==> src/common/line_timer_defines.vh <==
// Constants for the output line pulse timer block.
// Assumes a 100 MHz system clock and a register port with one-cycle read latency.
`ifndef LINE_TIMER_DEFINES_VH
`define LINE_TIMER_DEFINES_VH

// ---------------------------------------------------------------
// Timing
// ---------------------------------------------------------------
`define CLK_MHZ            100
`define TICK_US            1
`define TICK_CYCLES        (`CLK_MHZ * `TICK_US)
`define TICK_CNT_W         7
// Last count of the tick divider, 100 cycles less one
`define TICK_LAST          7'h63

// ---------------------------------------------------------------
// Register offsets
// ---------------------------------------------------------------
`define ADDR_W             4
`define REG_LINE_CTRL      4'h0
`define REG_DELAY_COUNT    4'h1
`define REG_DURATION_COUNT 4'h2
`define REG_DELAY_BASE     4'h3
`define REG_DURATION_BASE  4'h4
`define REG_STATUS         4'h5

// ---------------------------------------------------------------
// Fields and resets
// ---------------------------------------------------------------
`define COUNT_W            12
`define BASE_W             16
`define SEL_W              2
`define BIT_INVERT         0
`define BIT_USER_LEVEL     1
`define SEL_LSB            2
`define SEL_MSB            3
`define SEL_USER           2'h0
`define SEL_TIMER          2'h1
`define BASE_RESET         16'h0001
`define COUNT_RESET        12'h000

`endif

==> src/hdl/output_line_timer_invert.v <==
// Output line driver with polarity flip and one delay/duration pulse timer.
// Assumes exposure_window_signal_i is synchronous to clk_i.
// Notes on behaviour
// - Without inversion the transistor conducts exactly when the control signal is one.
// - With inversion the transistor conducts exactly when the control signal is zero.
// - Selecting the timer source routes the single timer's output to the line.
// - There is one timer; a trigger starts its delay while its output stays low.
// - After the full delay the output goes high and the duration count starts at once, unless the duration count is zero, when the timer goes back to idle.
// - After the full duration the output goes low and the timer waits for a trigger.
// - The trigger is the rising edge of the exposure window signal.
// - The inverter also acts on the timer output when it drives the line.
// - The user level is applied before the inverter.
// - The delay is a 0 to 4095 count times the delay time base; here it can come out up to 1 us short, as counting waits for the next tick.
// - The duration is a 0 to 4095 count times the duration time base; after a zero delay it can come out up to 1 us short here.
// - Both time bases reset to one microsecond and step in microseconds.
//
// Decided for this implementation: the address-and-strobe port and the register offsets.
`include "line_timer_defines.vh"

module output_line_timer_invert
(
  // Clock and reset
  input  wire                clk_i,
  input  wire                reset_n_i,
  // Register port
  input  wire [`ADDR_W-1:0]  addr_i,
  input  wire [31:0]         wdata_i,
  input  wire                wr_i,
  input  wire                rd_i,
  output reg  [31:0]         rdata_o,
  // Camera side
  input  wire                exposure_window_signal_i,
  // Line
  output wire                output_transistor_o,
  output wire                pulse_timer_output_o
);

  // ---------------------------------------------------------------
  // States
  // ---------------------------------------------------------------
  localparam [1:0] ST_IDLE     = 2'b00;
  localparam [1:0] ST_DELAY    = 2'b01;
  localparam [1:0] ST_DURATION = 2'b10;

  // ---------------------------------------------------------------
  // Registers
  // ---------------------------------------------------------------
  reg                  polarity_flip_enable_q;
  reg                  user_level_q;
  reg [`SEL_W-1:0]     line_drive_select_q;
  reg [`COUNT_W-1:0]   delay_count_q;
  reg [`COUNT_W-1:0]   duration_count_q;
  reg [`BASE_W-1:0]    delay_tick_base_q;
  reg [`BASE_W-1:0]    duration_tick_base_q;

  always @(posedge clk_i or negedge reset_n_i)
  begin
    if (!reset_n_i)
    begin
      polarity_flip_enable_q <= 1'b0;
      user_level_q           <= 1'b0;
      line_drive_select_q    <= `SEL_USER;
      delay_count_q          <= `COUNT_RESET;
      duration_count_q       <= `COUNT_RESET;
      delay_tick_base_q      <= `BASE_RESET;
      duration_tick_base_q   <= `BASE_RESET;
    end
    else if (wr_i)
    begin
      case (addr_i)
        `REG_LINE_CTRL:
        begin
          polarity_flip_enable_q <= wdata_i[`BIT_INVERT];
          user_level_q           <= wdata_i[`BIT_USER_LEVEL];
          line_drive_select_q    <= wdata_i[`SEL_MSB:`SEL_LSB];
        end
        `REG_DELAY_COUNT:
        begin
          delay_count_q <= wdata_i[`COUNT_W-1:0];
        end
        `REG_DURATION_COUNT:
        begin
          duration_count_q <= wdata_i[`COUNT_W-1:0];
        end
        `REG_DELAY_BASE:
        begin
          // Zero base is meaningless; keep one microsecond as the floor
          if (wdata_i[`BASE_W-1:0] != {`BASE_W{1'b0}})
            delay_tick_base_q <= wdata_i[`BASE_W-1:0];
        end
        `REG_DURATION_BASE:
        begin
          if (wdata_i[`BASE_W-1:0] != {`BASE_W{1'b0}})
            duration_tick_base_q <= wdata_i[`BASE_W-1:0];
        end
        default:
        begin
        end
      endcase
    end
  end

  // ---------------------------------------------------------------
  // Microsecond tick
  // ---------------------------------------------------------------
  reg [`TICK_CNT_W-1:0] tick_cnt_q;
  wire                  us_tick;

  assign us_tick = (tick_cnt_q == `TICK_LAST);

  always @(posedge clk_i or negedge reset_n_i)
  begin
    if (!reset_n_i)
    begin
      tick_cnt_q <= {`TICK_CNT_W{1'b0}};
    end
    else if (us_tick)
    begin
      tick_cnt_q <= {`TICK_CNT_W{1'b0}};
    end
    else
    begin
      tick_cnt_q <= tick_cnt_q + 1'b1;
    end
  end

  // ---------------------------------------------------------------
  // Pulse timer
  // ---------------------------------------------------------------
  reg [1:0]          state_q;
  reg                exp_prev_q;
  reg [`BASE_W-1:0]  base_cnt_q;
  reg [`COUNT_W-1:0] unit_cnt_q;
  reg                timer_out_q;
  wire               trig;
  wire [`BASE_W-1:0] cur_base;
  wire               base_done;

  // Edge detect is combinational, so it adds no cycle of latency after the exposure rise
  assign trig      = exposure_window_signal_i & ~exp_prev_q;
  assign cur_base  = (state_q == ST_DURATION) ? duration_tick_base_q : delay_tick_base_q;
  // Counts advance only on tick boundaries, so a delay may come out up to 1 us short
  assign base_done = us_tick && (base_cnt_q == cur_base - 1'b1);

  always @(posedge clk_i or negedge reset_n_i)
  begin
    if (!reset_n_i)
    begin
      state_q     <= ST_IDLE;
      exp_prev_q  <= 1'b0;
      base_cnt_q  <= {`BASE_W{1'b0}};
      unit_cnt_q  <= {`COUNT_W{1'b0}};
      timer_out_q <= 1'b0;
    end
    else
    begin
      exp_prev_q <= exposure_window_signal_i;
      case (state_q)
        ST_IDLE:
        begin
          timer_out_q <= 1'b0;
          base_cnt_q  <= {`BASE_W{1'b0}};
          unit_cnt_q  <= {`COUNT_W{1'b0}};
          if (trig)
          begin
            if (delay_count_q == `COUNT_RESET)
            begin
              timer_out_q <= (duration_count_q != `COUNT_RESET);
              state_q     <= (duration_count_q != `COUNT_RESET) ? ST_DURATION : ST_IDLE;
            end
            else
              state_q <= ST_DELAY;
          end
        end
        ST_DELAY:
        begin
          // Triggers are not looked at outside idle
          if (us_tick)
          begin
            if (base_done)
            begin
              base_cnt_q <= {`BASE_W{1'b0}};
              if (unit_cnt_q == delay_count_q - 1'b1)
              begin
                unit_cnt_q <= {`COUNT_W{1'b0}};
                if (duration_count_q == `COUNT_RESET)
                  state_q <= ST_IDLE;
                else
                begin
                  timer_out_q <= 1'b1;
                  state_q     <= ST_DURATION;
                end
              end
              else
              begin
                unit_cnt_q <= unit_cnt_q + 1'b1;
              end
            end
            else
            begin
              base_cnt_q <= base_cnt_q + 1'b1;
            end
          end
        end
        ST_DURATION:
        begin
          if (us_tick)
          begin
            if (base_done)
            begin
              base_cnt_q <= {`BASE_W{1'b0}};
              if (unit_cnt_q == duration_count_q - 1'b1)
              begin
                unit_cnt_q  <= {`COUNT_W{1'b0}};
                timer_out_q <= 1'b0;
                state_q     <= ST_IDLE;
              end
              else
              begin
                unit_cnt_q <= unit_cnt_q + 1'b1;
              end
            end
            else
            begin
              base_cnt_q <= base_cnt_q + 1'b1;
            end
          end
        end
        default:
        begin
          state_q     <= ST_IDLE;
          timer_out_q <= 1'b0;
        end
      endcase
    end
  end

  // ---------------------------------------------------------------
  // Line source and inverter
  // ---------------------------------------------------------------
  wire line_ctrl;

  assign pulse_timer_output_o = timer_out_q;
  // Source picked ahead of the inverter so both sources see the same polarity
  assign line_ctrl = (line_drive_select_q == `SEL_TIMER) ? timer_out_q
                                                          : user_level_q;
  assign output_transistor_o = line_ctrl ^ polarity_flip_enable_q;

  // ---------------------------------------------------------------
  // Read port
  // ---------------------------------------------------------------
  always @(posedge clk_i or negedge reset_n_i)
  begin
    if (!reset_n_i)
    begin
      rdata_o <= 32'h00000000;
    end
    else if (rd_i)
    begin
      case (addr_i)
        `REG_LINE_CTRL:
        begin
          rdata_o <= {28'h0000000, line_drive_select_q, user_level_q, polarity_flip_enable_q};
        end
        `REG_DELAY_COUNT:
        begin
          rdata_o <= {20'h00000, delay_count_q};
        end
        `REG_DURATION_COUNT:
        begin
          rdata_o <= {20'h00000, duration_count_q};
        end
        `REG_DELAY_BASE:
        begin
          rdata_o <= {16'h0000, delay_tick_base_q};
        end
        `REG_DURATION_BASE:
        begin
          rdata_o <= {16'h0000, duration_tick_base_q};
        end
        `REG_STATUS:
        begin
          rdata_o <= {28'h0000000, output_transistor_o, timer_out_q, state_q};
        end
        default:
        begin
          rdata_o <= 32'h00000000;
        end
      endcase
    end
    else
    begin
      // Idle read data sits at zero so stale values never look fresh
      rdata_o <= 32'h00000000;
    end
  end

endmodule // output_line_timer_invert

==> config.mk <==
export PLATFORM = sky130hd
export DESIGN_NAME = output_line_timer_invert
export DESIGN_NICKNAME = d
export VERILOG_FILES = /design/src/hdl/output_line_timer_invert.v
export VERILOG_INCLUDE_DIRS = /design/src /design/src/common
export SDC_FILE = /design/constraint.sdc
export NUM_CORES = 1
export LEC_CHECK = 0
export BUFFER_PORTS_ARGS = -buffer_cell sky130_fd_sc_hd__buf_4
export CAP_MARGIN = 20
export CORE_MARGIN = 2
export CORE_UTILIZATION = 50
export DETAILED_ROUTE_END_ITERATION = 8
export PLACE_DENSITY = 0.73
export SYNTH_ARGS = -nofsm -noshare
export SYNTH_HDL_FRONTEND = slang
export SYNTH_SLANG_ARGS = --single-unit
export TNS_END_PERCENT = 50
==> constraint.sdc <==
create_clock -name clk_i -period 3.1 [get_ports clk_i]
set_input_delay 0.775 -clock clk_i [delete_from_list [all_inputs] [get_ports clk_i]]
set_output_delay 0.775 -clock clk_i [all_outputs]
set_load 0.02 [all_outputs]
==> impl_metrics.json <==
{
  "synthTopCellsByArea": "dfrtp_1, mux2_2, xnor2_1",
  "required_ns": 3.44,
  "antenna_cells": 0,
  "finalSetupTns_ns": -0.00542,
  "grt_remaining_overflow": 0,
  "clock_skew_ns": 0.0121,
  "ys_ff_latch": 115,
  "final_antenna_net_count": 0,
  "final_cell_area_um2": 8680,
  "cts_buffer_depth": 2,
  "start_util_pct": 51.7,
  "cts_tree": "yes",
  "path_common_cell": "buf_4",
  "synth_edf_count": 0,
  "synthArstFlopShare_pct": 100,
  "reg2reg_slack_ns": -0.003,
  "path_cells": "inv_1 -> ha_1 -> nor3b_4 -> buf_4 -> and4bb_1 -> a21oi_1 -> or3_1 -> a311o_1 -> a221oi_2 -> buf_4 -> o211ai_1 -> a211oi_2 -> mux2i_1",
  "coreArea_um2": 13300,
  "syn-cell-area_um2": 6900,
  "row_count": 42,
  "crit-reg2reg-launch": "duration_count_q[0]",
  "dpl_cell_area_um2": 7750,
  "htree_levels": 4,
  "report.final.hold_viol_count": 0,
  "routabilityCongestion": 0.934,
  "avgSynthCellArea_um2": 10.4,
  "endpoint_kind": "flop",
  "synthToLayoutAreaGrowth_pct": 25.8,
  "drt_first_pass_iters": 5,
  "cpPeakStageDelay_ns": 0.35,
  "cts-hold-fix-buffers": 0,
  "fin_ws_ns": -0.00330,
  "yosys_warnings": 0,
  "dpl.hpwl_um": 12900,
  "portBuffers": 42,
  "fillerInstances": 1013,
  "ys_seq_area_share_pct": 41.7,
  "post-route-util_pct": 65.0,
  "viasPerCell": 6.04,
  "cp.arrival_ns": 3.44,
  "synth_top_area_cell": "dfrtp_1",
  "clkLatencyLatePin_ns": 0.43,
  "die_w_um": 121,
  "grt.total_usage_pct": 25.9,
  "maxCapViolCount": 0,
  "setup_viol": 2,
  "numCtsBuffers": 17,
  "crit_fanout": 5,
  "num_vias": 5765,
  "ys.flop_type": "dfrtp_1",
  "die_h_um": 121,
  "wl_um": 18600,
  "peakVddDrop_uv": 462,
  "violations": "negative setup slack",
  "run_status": "finished with violations",
  "grt_start_max_net_pins": 50,
  "min_path_type": "in2async",
  "grt_pass1_wl_um": 29400,
  "clkTransAtPathRegs_ns": 0.06,
  "first_iter_violations": 500,
  "p_total_mw": 6.54,
  "drive_gt1_share_pct": 33.3,
  "drc": 0,
  "rsz0062_at_grt": "true",
  "clk_root_buffer_cell": "clkbuf_16",
  "power_density_nw_per_um2": 754,
  "nets": 819,
  "syn_inst": 664,
  "worst_slew_pin_slew_ns": 0.892,
  "routedWlPerCell_um": 19.5,
  "startpoint_type": "flop",
  "post_synth_num_cell_types": 70,
  "yosysTopAreaCellShare_pct": 41.0,
  "die_area_um2": 14800,
  "crit_path_top_delay_cell": "dfrtp_1",
  "final_common_cell": "dfrtp_1",
  "path_buf_inv": 3,
  "first_global_vias": 5705,
  "path_class": "reg2reg",
  "io-pin-count": 75,
  "antenna_found_initial": 0,
  "post-place-ws_ns": -0.351,
  "max_freq_mhz": 322,
  "cp_top_family": "compound AO/OA/AOI/OAI gates",
  "final_max_slew_viol_count": 0,
  "p_leak_nw": 3.73,
  "cts.sinks": 115,
  "relSlewSlack_pct": 40.0,
  "fin_crit_sh_pct": 100,
  "fin_crit_ns": 3.10,
  "layout_common_cells": "dfrtp_1, buf_4, mux2_2, xnor2_1, nand2_1",
  "setup.worst_path.start": "duration_count_q[0]"
}
## final timing paths
kind / end / depth (start not counted)
max: state_q[1] / 13
min: pulse_timer_output_o / 1
max reg2reg: state_q[1] / 13
min reg2reg: tick_cnt_q[0] / 1
max in group asynchronous: delay_tick_base_q[12] / 2
min in group clk_i: exp_prev_q / 1
## per-layer routing
metal | vias up | global-route usage, % | share of wire (%)
met2 | 227 | 41.5 | 47
met5 | - | 0 | 0
met4 | 0 | 11.1 | 2.9
li1 | 2638 | - | -
met1 | 2857 | 34.1 | 42
met3 | 43 | 5.55 | 7.2
## registers in the layout, indices dropped and copies added, names as in the netlist
signal                  flops
delay_count_q              12
line_drive_select_q         2
tick_cnt_q                  7
pulse_timer_output_o        1
rdata_o                    16
exp_prev_q                  1
duration_count_q           12
user_level_q                1
polarity_flip_enable_q      1
base_cnt_q                 16
duration_tick_base_q       16
delay_tick_base_q          16
unit_cnt_q                 12
state_q                     2
## worst register-to-register path, delay by kind of cell, from the launching register on
kind | cells | cell delay [ns]
AO/OA/AOI/OAI | 5 | 1.09
adder cells (fa/ha/maj) | 1 | 0.21
buffers and inverters | 3 | 0.41
flip-flops | 1 | 0.35
multiplexers | 1 | 0.25
AND/OR/NAND/NOR | 3 | 0.71
## power breakdown
part,total [mW],internal [mW],leakage (nW),switching [mW]
sequential,2.05,1.72,1.48,0.322
combinational,2.58,1.26,1.98,1.32
clock,1.91,1.12,0.274,0.792
## through the flow
stage	std cells	hold WS [ns]
detailed placement	912	0.486
global placement	912	0.466
floorplan	679	0.455
global route	954	0.396
CTS	947	0.368
finish	954	0.354
## kinds of logic after synthesis
kind of cell / after synthesis / share of synthesized area [%]
fa+ha+maj: 13 / 2.36
simple gates: 201 / 16.8
flops: 115 / 41.7
buf+inv: 57 / 4.50
xor+xnor: 61 / 7.74
mux: 83 / 13.3
other cells: 1 / 0.0543
compound gates: 133 / 13.5
## layout make-up
cell class                 instances  area (µm²)  area share [%]
tap                              176         220            2.54
multi-input combinational        507        4050            46.6
sequential                       115        2880            33.2
inverter                          11        41.3           0.476
timing repair buffer             113         918            10.6
clock buffer                      17         425            4.90
clock inverter                    15         148            1.70
## synthesized netlist by cell type (2+ instances only)
library cell / count
dfrtp_1: 113
mux2_2: 62
xnor2_1: 46
nand2_1: 31
nor2_1: 30
a21oi_1: 27
and3_1: 22
a31oi_1: 21
nand2b_1: 20
o21ai_0: 20
clkbuf_1: 18
mux2i_1: 18
buf_4: 17
nor3_1: 16
xor2_1: 15
a22oi_1: 14
nor2b_1: 14
ha_1: 13
a22o_1: 12
nand3_1: 12
nor4_1: 12
inv_1: 11
a222oi_1: 9
nand4_1: 9
nor3b_1: 9
buf_2: 8
a31o_2: 3
buf_6: 3
nand3b_1: 3
nor4b_1: 3
o211ai_1: 3
a221oi_1: 2
a41oi_1: 2
and2_1: 2
dfstp_2: 2
mux2i_2: 2
nor2_2: 2
nor4_4: 2
nor4bb_1: 2
o2111ai_1: 2
or2_2: 2
or3_1: 2
## timing repair
item	CTS	global route
gates cloned	0	1
resized for setup	26	32
setup buffers	3	6
setup endpoints to repair	31	31
pin swaps	10	12
No activity file was read; power rests on OpenSTA's default activity.
